### src/verilog/scf_regs.vh
// Constants for the statistics carry flag register bank.
// Assumes a 32-bit AXI4-Lite slave decoding the low eight address bits.
// Functional notes
// - Carry bits 31:25 hold frame-size bin carries
// - Carry bits 16:8 hold receive counter carries
// - Carry bits 6:1 receive errors; others reserved
// - First carry register resets zero, read clears
// - Second register: bits 19, 18, 16 transmit carries
// - Second register bits 15:10 transmit counter carries
// - Second register bits 8:2 deferral, collision carries
// - Second carry register resets zero, read clears
// - First mask: read/write bit per carry flag
// - First mask bits reset to one
// - Counter rollover sets its carry flag
// - Unmasked set carry raises overflow status
`ifndef SCF_REGS_VH
`define SCF_REGS_VH

// Byte addresses of the registers
`define SCF_ADDR_RX_CARRY   8'h30
`define SCF_ADDR_TX_CARRY   8'h34
`define SCF_ADDR_RX_MASK    8'h38
`define SCF_ADDR_IRQ_STATUS 8'h40
`define SCF_ADDR_IRQ_MASK   8'h44

// Defined carry positions
`define SCF_RX_CARRY_BITS   32'hfe01ff7e
`define SCF_TX_CARRY_BITS   32'h000dfdfc
`define SCF_RX_MASK_BITS    32'hfe01ffff

// Reset values
`define SCF_RX_CARRY_RST    32'h00000000
`define SCF_TX_CARRY_RST    32'h00000000
`define SCF_RX_MASK_RST     32'hfe01ffff
`define SCF_IRQ_STATUS_RST  1'b0
`define SCF_IRQ_MASK_RST    1'b0

// Field positions, first carry register and its mask
`define SCF_BIT_BIN_64          31
`define SCF_BIT_BIN_TO_127      30
`define SCF_BIT_BIN_TO_255      29
`define SCF_BIT_BIN_TO_511      28
`define SCF_BIT_BIN_TO_1K       27
`define SCF_BIT_BIN_TO_MAX      26
`define SCF_BIT_BIN_MAX_GOOD    25
`define SCF_BIT_RX_BYTES        16
`define SCF_BIT_RX_PACKETS      15
`define SCF_BIT_RX_FCS_ERR      14
`define SCF_BIT_RX_MULTICAST    13
`define SCF_BIT_RX_BROADCAST    12
`define SCF_BIT_RX_CONTROL      11
`define SCF_BIT_RX_PAUSE        10
`define SCF_BIT_RX_UNKNOWN_OP   9
`define SCF_BIT_RX_ALIGN_ERR    8
`define SCF_BIT_MASK_SPARE_HI   7
`define SCF_BIT_RX_CODE_ERR     6
`define SCF_BIT_RX_CARRIER_ERR  5
`define SCF_BIT_RX_UNDERSIZE    4
`define SCF_BIT_RX_OVERSIZE     3
`define SCF_BIT_RX_FRAGMENT     2
`define SCF_BIT_RX_JABBER       1
`define SCF_BIT_MASK_SPARE_LO   0

// Field positions, second carry register
`define SCF_BIT_TX_JABBER       19
`define SCF_BIT_TX_FCS_ERR      18
`define SCF_BIT_TX_OVERSIZE     16
`define SCF_BIT_TX_UNDERSIZE    15
`define SCF_BIT_TX_FRAGMENT     14
`define SCF_BIT_TX_BYTES        13
`define SCF_BIT_TX_PACKETS      12
`define SCF_BIT_TX_MULTICAST    11
`define SCF_BIT_TX_BROADCAST    10
`define SCF_BIT_TX_DEFERRAL     8
`define SCF_BIT_TX_EXCESS_DEFER 7
`define SCF_BIT_TX_SINGLE_COLL  6
`define SCF_BIT_TX_MULTI_COLL   5
`define SCF_BIT_TX_LATE_COLL    4
`define SCF_BIT_TX_EXCESS_COLL  3
`define SCF_BIT_TX_TOTAL_COLL   2

// Field position in the interrupt status and mask registers
`define SCF_BIT_OVERFLOW        0

// Bus responses
`define SCF_RESP_OKAY   2'b00
`define SCF_RESP_SLVERR 2'b10

`endif

### src/verilog/scf_carry_bank.v
// Carry flag, carry mask and overflow interrupt registers for the MAC statistics.
// Assumes one-cycle rollover pulses from the counters and an AXI4-Lite master.
`timescale 1ns/100ps
`default_nettype none
`include "scf_regs.vh"

module scf_carry_bank (
    // Clock and reset
    input  wire        mclk_in,
    input  wire        arst_n_in,
    // Counter rollover pulses, one bit per carry position
    input  wire [31:0] rx_rollover_in,
    input  wire [31:0] tx_rollover_in,
    // Mask for the transmit carries, held outside this block
    input  wire [31:0] tx_carry_mask_in,
    // AXI4-Lite write address
    input  wire        s_axi_awvalid_in,
    output wire        s_axi_awready_out,
    input  wire [7:0]  s_axi_awaddr_in,
    // AXI4-Lite write data
    input  wire        s_axi_wvalid_in,
    output wire        s_axi_wready_out,
    input  wire [31:0] s_axi_wdata_in,
    input  wire [3:0]  s_axi_wstrb_in,
    // AXI4-Lite write response
    output reg         s_axi_bvalid_out,
    input  wire        s_axi_bready_in,
    output reg  [1:0]  s_axi_bresp_out,
    // AXI4-Lite read address
    input  wire        s_axi_arvalid_in,
    output wire        s_axi_arready_out,
    input  wire [7:0]  s_axi_araddr_in,
    // AXI4-Lite read data
    output reg         s_axi_rvalid_out,
    input  wire        s_axi_rready_in,
    output reg  [31:0] s_axi_rdata_out,
    output reg  [1:0]  s_axi_rresp_out,
    // Overflow status and interrupt
    output wire        stats_overflow_status_out,
    output wire        irq_out
);

    // One-hot register select: rx carry, tx carry, rx mask, irq status, irq mask
    function [4:0] scf_decode;
        input [7:0] addr;
        begin
            case ({addr[7:2], 2'b00})
                `SCF_ADDR_RX_CARRY:   scf_decode = 5'h01;
                `SCF_ADDR_TX_CARRY:   scf_decode = 5'h02;
                `SCF_ADDR_RX_MASK:    scf_decode = 5'h04;
                `SCF_ADDR_IRQ_STATUS: scf_decode = 5'h08;
                `SCF_ADDR_IRQ_MASK:   scf_decode = 5'h10;
                default:              scf_decode = 5'h00;
            endcase
        end
    endfunction

    reg  [31:0] rx_and_bin_carry_flags;
    reg  [31:0] tx_carry_flags;
    reg  [31:0] rx_and_bin_carry_masks;
    reg         stats_overflow_status;
    reg         irq_mask;

    reg         aw_held;
    reg  [7:0]  aw_addr;
    reg         w_held;
    reg  [31:0] w_data;
    reg  [3:0]  w_strb;

    wire [31:0] strb_bits;
    wire [4:0]  wr_sel;
    wire [4:0]  rd_sel;
    wire        wr_fire;
    wire        rd_fire;
    wire        rx_read_clear;
    wire        tx_read_clear;
    wire        ovf_rx_source;
    wire        ovf_tx_source;
    wire        ovf_source;
    wire        ovf_clear;

    reg  [31:0] next_rdata;
    reg  [31:0] next_rx_and_bin_carry_masks;

    // Named carry flags of the first register: frame-size bins
    wire        carry_bin_64 = rx_and_bin_carry_flags[`SCF_BIT_BIN_64];
    wire        carry_bin_to_127 = rx_and_bin_carry_flags[`SCF_BIT_BIN_TO_127];
    wire        carry_bin_to_255 = rx_and_bin_carry_flags[`SCF_BIT_BIN_TO_255];
    wire        carry_bin_to_511 = rx_and_bin_carry_flags[`SCF_BIT_BIN_TO_511];
    wire        carry_bin_to_1k = rx_and_bin_carry_flags[`SCF_BIT_BIN_TO_1K];
    wire        carry_bin_to_max = rx_and_bin_carry_flags[`SCF_BIT_BIN_TO_MAX];
    wire        carry_bin_max_good = rx_and_bin_carry_flags[`SCF_BIT_BIN_MAX_GOOD];
    // Named carry flags of the first register: receive counters
    wire        carry_rx_bytes = rx_and_bin_carry_flags[`SCF_BIT_RX_BYTES];
    wire        carry_rx_packets = rx_and_bin_carry_flags[`SCF_BIT_RX_PACKETS];
    wire        carry_rx_fcs_err = rx_and_bin_carry_flags[`SCF_BIT_RX_FCS_ERR];
    wire        carry_rx_multicast = rx_and_bin_carry_flags[`SCF_BIT_RX_MULTICAST];
    wire        carry_rx_broadcast = rx_and_bin_carry_flags[`SCF_BIT_RX_BROADCAST];
    wire        carry_rx_control = rx_and_bin_carry_flags[`SCF_BIT_RX_CONTROL];
    wire        carry_rx_pause = rx_and_bin_carry_flags[`SCF_BIT_RX_PAUSE];
    wire        carry_rx_unknown_op = rx_and_bin_carry_flags[`SCF_BIT_RX_UNKNOWN_OP];
    wire        carry_rx_align_err = rx_and_bin_carry_flags[`SCF_BIT_RX_ALIGN_ERR];
    wire        carry_rx_code_err = rx_and_bin_carry_flags[`SCF_BIT_RX_CODE_ERR];
    wire        carry_rx_carrier_err = rx_and_bin_carry_flags[`SCF_BIT_RX_CARRIER_ERR];
    wire        carry_rx_undersize = rx_and_bin_carry_flags[`SCF_BIT_RX_UNDERSIZE];
    wire        carry_rx_oversize = rx_and_bin_carry_flags[`SCF_BIT_RX_OVERSIZE];
    wire        carry_rx_fragment = rx_and_bin_carry_flags[`SCF_BIT_RX_FRAGMENT];
    wire        carry_rx_jabber = rx_and_bin_carry_flags[`SCF_BIT_RX_JABBER];

    // Named carry flags of the second register
    wire        carry_tx_jabber = tx_carry_flags[`SCF_BIT_TX_JABBER];
    wire        carry_tx_fcs_err = tx_carry_flags[`SCF_BIT_TX_FCS_ERR];
    wire        carry_tx_oversize = tx_carry_flags[`SCF_BIT_TX_OVERSIZE];
    wire        carry_tx_undersize = tx_carry_flags[`SCF_BIT_TX_UNDERSIZE];
    wire        carry_tx_fragment = tx_carry_flags[`SCF_BIT_TX_FRAGMENT];
    wire        carry_tx_bytes = tx_carry_flags[`SCF_BIT_TX_BYTES];
    wire        carry_tx_packets = tx_carry_flags[`SCF_BIT_TX_PACKETS];
    wire        carry_tx_multicast = tx_carry_flags[`SCF_BIT_TX_MULTICAST];
    wire        carry_tx_broadcast = tx_carry_flags[`SCF_BIT_TX_BROADCAST];
    wire        carry_tx_deferral = tx_carry_flags[`SCF_BIT_TX_DEFERRAL];
    wire        carry_tx_excess_defer = tx_carry_flags[`SCF_BIT_TX_EXCESS_DEFER];
    wire        carry_tx_single_coll = tx_carry_flags[`SCF_BIT_TX_SINGLE_COLL];
    wire        carry_tx_multi_coll = tx_carry_flags[`SCF_BIT_TX_MULTI_COLL];
    wire        carry_tx_late_coll = tx_carry_flags[`SCF_BIT_TX_LATE_COLL];
    wire        carry_tx_excess_coll = tx_carry_flags[`SCF_BIT_TX_EXCESS_COLL];
    wire        carry_tx_total_coll = tx_carry_flags[`SCF_BIT_TX_TOTAL_COLL];

    // The two mask bits that software sets on a reduced-pin interface
    wire        mask_rx_fcs_err = rx_and_bin_carry_masks[`SCF_BIT_RX_FCS_ERR];
    wire        mask_rx_align_err = rx_and_bin_carry_masks[`SCF_BIT_RX_ALIGN_ERR];

    // Read views built field by field, so a reserved position can never read as one
    wire [31:0] rx_carry_view = {
        // Frame-size bins, bits 31:25
        carry_bin_64,
        carry_bin_to_127,
        carry_bin_to_255,
        carry_bin_to_511,
        carry_bin_to_1k,
        carry_bin_to_max,
        carry_bin_max_good,
        // Reserved bits 24:17
        8'h00,
        // Receive counters, bits 16:8
        carry_rx_bytes,
        carry_rx_packets,
        carry_rx_fcs_err,
        carry_rx_multicast,
        carry_rx_broadcast,
        carry_rx_control,
        carry_rx_pause,
        carry_rx_unknown_op,
        carry_rx_align_err,
        // Reserved bit 7, receive errors in bits 6:1, reserved bit 0
        1'b0,
        carry_rx_code_err,
        carry_rx_carrier_err,
        carry_rx_undersize,
        carry_rx_oversize,
        carry_rx_fragment,
        carry_rx_jabber,
        1'b0
    };

    wire [31:0] tx_carry_view = {
        // Reserved bits 31:20, then bits 19, 18 and 16 around reserved bit 17
        12'h000,
        carry_tx_jabber,
        carry_tx_fcs_err,
        1'b0,
        carry_tx_oversize,
        // Size and traffic counters, bits 15:10
        carry_tx_undersize,
        carry_tx_fragment,
        carry_tx_bytes,
        carry_tx_packets,
        carry_tx_multicast,
        carry_tx_broadcast,
        // Reserved bit 9, deferral and collisions in bits 8:2, reserved 1:0
        1'b0,
        carry_tx_deferral,
        carry_tx_excess_defer,
        carry_tx_single_coll,
        carry_tx_multi_coll,
        carry_tx_late_coll,
        carry_tx_excess_coll,
        carry_tx_total_coll,
        2'b00
    };

    // Mask bits sit at their carry positions; bits 7 and 0 keep what software wrote
    wire [31:0] rx_mask_view = {
        // Frame-size bins
        rx_and_bin_carry_masks[`SCF_BIT_BIN_64],
        rx_and_bin_carry_masks[`SCF_BIT_BIN_TO_127],
        rx_and_bin_carry_masks[`SCF_BIT_BIN_TO_255],
        rx_and_bin_carry_masks[`SCF_BIT_BIN_TO_511],
        rx_and_bin_carry_masks[`SCF_BIT_BIN_TO_1K],
        rx_and_bin_carry_masks[`SCF_BIT_BIN_TO_MAX],
        rx_and_bin_carry_masks[`SCF_BIT_BIN_MAX_GOOD],
        8'h00,
        // Receive counters
        rx_and_bin_carry_masks[`SCF_BIT_RX_BYTES],
        rx_and_bin_carry_masks[`SCF_BIT_RX_PACKETS],
        mask_rx_fcs_err,
        rx_and_bin_carry_masks[`SCF_BIT_RX_MULTICAST],
        rx_and_bin_carry_masks[`SCF_BIT_RX_BROADCAST],
        rx_and_bin_carry_masks[`SCF_BIT_RX_CONTROL],
        rx_and_bin_carry_masks[`SCF_BIT_RX_PAUSE],
        rx_and_bin_carry_masks[`SCF_BIT_RX_UNKNOWN_OP],
        mask_rx_align_err,
        // Receive errors between the two spare bits
        rx_and_bin_carry_masks[`SCF_BIT_MASK_SPARE_HI],
        rx_and_bin_carry_masks[`SCF_BIT_RX_CODE_ERR],
        rx_and_bin_carry_masks[`SCF_BIT_RX_CARRIER_ERR],
        rx_and_bin_carry_masks[`SCF_BIT_RX_UNDERSIZE],
        rx_and_bin_carry_masks[`SCF_BIT_RX_OVERSIZE],
        rx_and_bin_carry_masks[`SCF_BIT_RX_FRAGMENT],
        rx_and_bin_carry_masks[`SCF_BIT_RX_JABBER],
        rx_and_bin_carry_masks[`SCF_BIT_MASK_SPARE_LO]
    };

    // Byte strobes widened to bit enables
    genvar lane;
    generate
        for (lane = 0; lane < 4; lane = lane + 1) begin : g_strb
            assign strb_bits[lane*8 +: 8] = {8{w_strb[lane]}};
        end
    endgenerate

    // Write waits for both address and data; holding them keeps either order legal
    assign s_axi_awready_out = !aw_held && !s_axi_bvalid_out;
    assign s_axi_wready_out  = !w_held && !s_axi_bvalid_out;
    assign s_axi_arready_out = !s_axi_rvalid_out;

    assign wr_fire = aw_held && w_held && !s_axi_bvalid_out;
    assign rd_fire = s_axi_arvalid_in && !s_axi_rvalid_out;
    assign wr_sel  = scf_decode(aw_addr);
    assign rd_sel  = scf_decode(s_axi_araddr_in);

    assign rx_read_clear = rd_fire && rd_sel[0];
    assign tx_read_clear = rd_fire && rd_sel[1];

    // Carry bits without a mask bit set feed the overflow status
    assign ovf_rx_source = |(rx_and_bin_carry_flags & ~rx_and_bin_carry_masks
                             & `SCF_RX_CARRY_BITS);
    assign ovf_tx_source = |(tx_carry_flags & ~tx_carry_mask_in
                             & `SCF_TX_CARRY_BITS);
    assign ovf_source    = ovf_rx_source | ovf_tx_source;
    assign ovf_clear  = wr_fire && wr_sel[3] && w_strb[0] && w_data[`SCF_BIT_OVERFLOW];

    assign stats_overflow_status_out = stats_overflow_status;
    assign irq_out = stats_overflow_status && !irq_mask;

    always @* begin
        case (rd_sel)
            5'h01:   next_rdata = rx_carry_view;
            5'h02:   next_rdata = tx_carry_view;
            5'h04:   next_rdata = rx_mask_view;
            5'h08:   next_rdata = {31'h00000000, stats_overflow_status};
            5'h10:   next_rdata = {31'h00000000, irq_mask};
            default: next_rdata = 32'h00000000;
        endcase
    end

    // Bits 7 and 0 are stored so they read back the ones software writes there
    always @* begin
        next_rx_and_bin_carry_masks = rx_and_bin_carry_masks;
        if (wr_fire && wr_sel[2]) begin
            next_rx_and_bin_carry_masks =
                (rx_and_bin_carry_masks & ~(strb_bits & `SCF_RX_MASK_BITS))
                | (w_data & strb_bits & `SCF_RX_MASK_BITS);
        end
    end

    // Bus handshake state
    always @(posedge mclk_in or negedge arst_n_in) begin
        if (!arst_n_in) begin
            aw_held          <= 1'b0;
            aw_addr          <= 8'h00;
            w_held           <= 1'b0;
            w_data           <= 32'h00000000;
            w_strb           <= 4'h0;
            s_axi_bvalid_out <= 1'b0;
            s_axi_bresp_out  <= `SCF_RESP_OKAY;
            s_axi_rvalid_out <= 1'b0;
            s_axi_rdata_out  <= 32'h00000000;
            s_axi_rresp_out  <= `SCF_RESP_OKAY;
        end else begin
            if (s_axi_awvalid_in && s_axi_awready_out) begin
                aw_held <= 1'b1;
                aw_addr <= s_axi_awaddr_in;
            end else if (wr_fire) begin
                aw_held <= 1'b0;
            end
            if (s_axi_wvalid_in && s_axi_wready_out) begin
                w_held <= 1'b1;
                w_data <= s_axi_wdata_in;
                w_strb <= s_axi_wstrb_in;
            end else if (wr_fire) begin
                w_held <= 1'b0;
            end
            if (wr_fire) begin
                s_axi_bvalid_out <= 1'b1;
                s_axi_bresp_out  <= (wr_sel == 5'h00) ? `SCF_RESP_SLVERR : `SCF_RESP_OKAY;
            end else if (s_axi_bready_in) begin
                s_axi_bvalid_out <= 1'b0;
            end
            if (rd_fire) begin
                s_axi_rvalid_out <= 1'b1;
                s_axi_rdata_out  <= next_rdata;
                s_axi_rresp_out  <= (rd_sel == 5'h00) ? `SCF_RESP_SLVERR : `SCF_RESP_OKAY;
            end else if (s_axi_rready_in) begin
                s_axi_rvalid_out <= 1'b0;
            end
        end
    end

    // Carry flags: a rollover in the clearing cycle wins, so no event is lost
    always @(posedge mclk_in or negedge arst_n_in) begin
        if (!arst_n_in) begin
            rx_and_bin_carry_flags <= `SCF_RX_CARRY_RST;
            tx_carry_flags         <= `SCF_TX_CARRY_RST;
        end else begin
            rx_and_bin_carry_flags <=
                ((rx_read_clear ? 32'h00000000 : rx_and_bin_carry_flags)
                 | rx_rollover_in) & `SCF_RX_CARRY_BITS;
            tx_carry_flags <=
                ((tx_read_clear ? 32'h00000000 : tx_carry_flags)
                 | tx_rollover_in) & `SCF_TX_CARRY_BITS;
        end
    end

    // Mask and interrupt registers
    always @(posedge mclk_in or negedge arst_n_in) begin
        if (!arst_n_in) begin
            rx_and_bin_carry_masks <= `SCF_RX_MASK_RST;
            stats_overflow_status  <= `SCF_IRQ_STATUS_RST;
            irq_mask               <= `SCF_IRQ_MASK_RST;
        end else begin
            rx_and_bin_carry_masks <= next_rx_and_bin_carry_masks;
            stats_overflow_status  <= ovf_source
                                    | (stats_overflow_status && !ovf_clear);
            if (wr_fire && wr_sel[4] && w_strb[0]) begin
                irq_mask <= w_data[0];
            end
        end
    end

endmodule // scf_carry_bank

`default_nettype wire

### config.mk
export PLATFORM = sky130hd
export DESIGN_NAME = scf_carry_bank
export DESIGN_NICKNAME = d
export VERILOG_FILES = /design/src/verilog/scf_carry_bank.v
export VERILOG_INCLUDE_DIRS = /design/src /design/src/verilog
export SDC_FILE = /design/constraint.sdc
export NUM_CORES = 1
export LEC_CHECK = 0
export ABC_AREA = 1
export BUFFER_PORTS_ARGS = -buffer_cell sky130_fd_sc_hd__buf_4
export CAP_MARGIN = 25
export CELL_PAD_IN_SITES_DETAIL_PLACEMENT = 0
export CELL_PAD_IN_SITES_GLOBAL_PLACEMENT = 2
export CORE_ASPECT_RATIO = 0.8
export CORE_MARGIN = 1.5
export CORE_UTILIZATION = 29
export CTS_CLUSTER_SIZE = 12
export DETAILED_ROUTE_END_ITERATION = 16
export PLACE_DENSITY = 0.83
export SLEW_MARGIN = 20
export SYNTH_ARGS = -nofsm -noshare
export SYNTH_HDL_FRONTEND = slang
export SYNTH_SLANG_ARGS = --single-unit
### constraint.sdc
create_clock -name mclk_in -period 1.65 [get_ports mclk_in]
set_input_delay 0 -clock mclk_in [delete_from_list [all_inputs] [get_ports mclk_in]]
set_output_delay 0 -clock mclk_in [all_outputs]
set_load 0.01 [all_outputs]
==> summary.txt <==
Clock tree
  – Clock sinks: 130
  – H-tree depth: 4
  – Clk Latency, worst-skew pair: 0.42 ns
  – TritonCTS clock tree: done
  – CTS Buf Count: 17
  – Clk root buf: clkbuf_16
  – Clk slew on worst S/H paths: 0.06 ns
  – Maximum root-to-sink buffer count: 2
  – Setup repair bufs after CTS: 0

Power
  – Static leakage: 4.58 nW
  – Pwr Density: 1150 nW/um^2
  – Max VDD drop: 0.569 mV

Global route
  – Vias in the first global route: 5,150
  – Grt ovf: 0
  – Global-route wire length before repair: 25,800 um
  – GRT Util Overall: 16.0%
  – Initial antenna violation count: 0
  – Largest net degree at the start of global routing: 47

Detailed routing
  – Post-DRT Antenna Nets: 0
  – DRT Pass-1 Iters: 4
  – Final WL: 16,100 um
  – DRC viols: 0
  – Initial DRC Count: 187
  – Routed len/inst: 13.6 um
  – Via Count: 5,054
  – DR vias/cell: 4.26

Timing
  – RSZ-0062 raised after global routing: no
  – Clk_skew: 0.00734 ns
  – Count of pins over their slew limit: 0
  – Final setup vio count: 0
  – Fin. Hold Viols: 0
  – Fmax achieved: 692 MHz
  – Worst slew pin tran: 0.593 ns
  – Post-route clock period utilization: 87.6%
  – Slew margin rel.: 60.3%
  – Minimum clock period: 1.45 ns
  – Sum Neg Setup Slack: 0 ns

Floorplan
  – Height of the die: 131 um
  – Core area: 19,900 um^2
  – # IOs: 198
  – Die width: 163 um
  – Cell Rows: 46
  – Full die area: 21,200 um^2
  – Initial Util: 29.7%

Placed design
  – Dpl cells: 1,076
  – PortBufs: 135
  – Final GP Congestion: 0.785
  – Post-DP HPWL: 11,800 um
  – Area after DPL: 7280 um^2

Logic synthesis
  – Synth unique cells: 31
  – Post-Syn Area per Cell: 8.70 um^2
  – Synth Warn #: 0
  – Netlist Area Pre-Place: 5910 um^2
  – Seq/Total Area, Yosys: 55.6%
  – Flop and latch count out of synthesis: 130
  – Synth Instances: 679

Min path
  – Beginning of the worst hold path: s_axi_araddr_in[5]
  – Min-Delay Endpoint: s_axi_rdata_out[0]$_DFFE_PN0P_
  – Hold-critical path depth: 6
  – Hold WC Path Type: input pin to flip-flop

Setup path
  – Worst r2r src: s_axi_bvalid_out$_DFFE_PN0P_
  – Critical Path End Type: flip-flop
  – Worst endpoint required time: 1.99 ns
  – Crit path max fanout: 16
  – R2R setup slack: 0.20 ns
  – Reg2reg path depth: 5
  – CP startpoint kind: flip-flop
  – Arr. time, crit path: 1.78 ns
  – Crit Path Class: flip-flop to flip-flop

Layout
  – Finished Layout Cells: 1,185
  – Number of nets in the layout: 1,063
  – Final instance area: 8640 um^2
  – Area grow syn2layout: 46.3%
  – Antenna fix cells: 0
  – FILL cells: 2,039
  – Utilization after layout: 43.4%
  – Share of cells above drive strength 1: 26.0%

Outcome
  – Status: finished, final reports clean

Job
  – Max Cap Viol: 0
## worst max-delay path by stage
| stage | start | endpoint | slack, ns | cells past startpoint |
|---|---|---|---|---|
| after floorplan | s_axi_bvalid_out$_DFFE_PN0P_ | w_data[29]$_DFFE_PN0P_ | 0.27 | 4 |
| after global placement | w_held$_DFFE_PN0P_ | w_data[6]$_DFFE_PN0P_ | 0.14 | 5 |
| after detailed placement | w_held$_DFFE_PN0P_ | w_data[7]$_DFFE_PN0P_ | 0.11 | 5 |
| after CTS | s_axi_bvalid_out$_DFFE_PN0P_ | flip-flop | 0.1 | 5 |
| after global routing | s_axi_bvalid_out$_DFFE_PN0P_ | flip-flop | 0.009 | 5 |
| final | s_axi_bvalid_out$_DFFE_PN0P_ | flip-flop | 0.20 | 5 |
## cells in the final DEF (no fill, tap or decap), types with 8 or more instances in the layout
master / instances
nand2_1: 202
o21ai_0: 14
inv_1: 89
nand3_1: 48
buf_4: 152
a21oi_1: 21
mux2_2: 10
dfstp_2: 24
o21ai_1: 22
clkbuf_16: 17
conb_1: 8
nor2_1: 46
dfrtp_1: 106
o21bai_1: 38
dlygate4sd3_1: 77
## through the flow
stage,power [mW],setup slack (ns),hold slack [ns]
finish,9.91,0.204,0.0153
CTS,10.0,0.0986,0.00992
global route,10.5,0.00901,0.0509
global placement,6.08,0.138,-0.0332
detailed placement,6.12,0.109,-0.0345
floorplan,5.32,0.270,-0.296
## synth_stat cells (all sizes together)
library cell  count  share of area (%)
o21bai           38                4.8
o31ai             1               0.13
inv              92                5.8
nor3              6                1.1
clkbuf            7               0.44
mux2             15                2.9
a31oi             1               0.11
dfstp            24                 11
clkinv            1              0.063
nand3            50                4.4
nand4             1               0.11
buf              22                2.5
nand2           205                 13
a21oi            21                1.8
o21ai            36                3.0
nor2             52                3.9
conb              1              0.063
dfrtp           106                 45
## cell families after synthesis
group           synth area share [%]
other cells                   0.0635
flops                           55.6
buf+inv                         8.89
mux                             2.86
simple gates                    22.7
compound gates                  9.89
## critical path, stage by stage, from the launching register on
cell and delay (ns):
dfrtp_1 0.41, inv_1 0.09, nand3_2 0.17, nor3_2 0.17
nand3_2 0.29, o21ai_1 0.23
## metal layers
layer,routed length (um),vias to the layer above,GRT usage (%),part of all wire [%]
li1,-,2572,-,-
met1,7710,2384,20.7,48
met2,7670,86,27.2,48
met3,549,12,3.28,3.4
met4,159,0,5.02,0.99
met5,0,-,0,0
## area by class of cell
cell class              count  area, um^2  area share, %
multi-input cells         434        2130           24.7
repair buffers            232        1960           22.7
clock buffers              17         425           4.92
clock inverters            15         160           1.85
flip-flops and latches    130        3280           38.0
well taps                 264         330           3.82
inverters                  93         349           4.04
## report_power, final
part / total (mW) / switching, mW / internal (mW)
Clock: 3.72 / 1.49 / 2.23
Sequential: 4.28 / 0.403 / 3.88
Combinational: 1.90 / 0.980 / 0.922
## repair_timing
item | 4_1_cts | 5_1_grt
endpoints found under the setup margin | 0 | 5
hold buffers | 77 | 0
gates resized for setup | 0 | 2
hold endpoints to repair | 192 | 0
No activity file was read; power rests on OpenSTA's default activity.
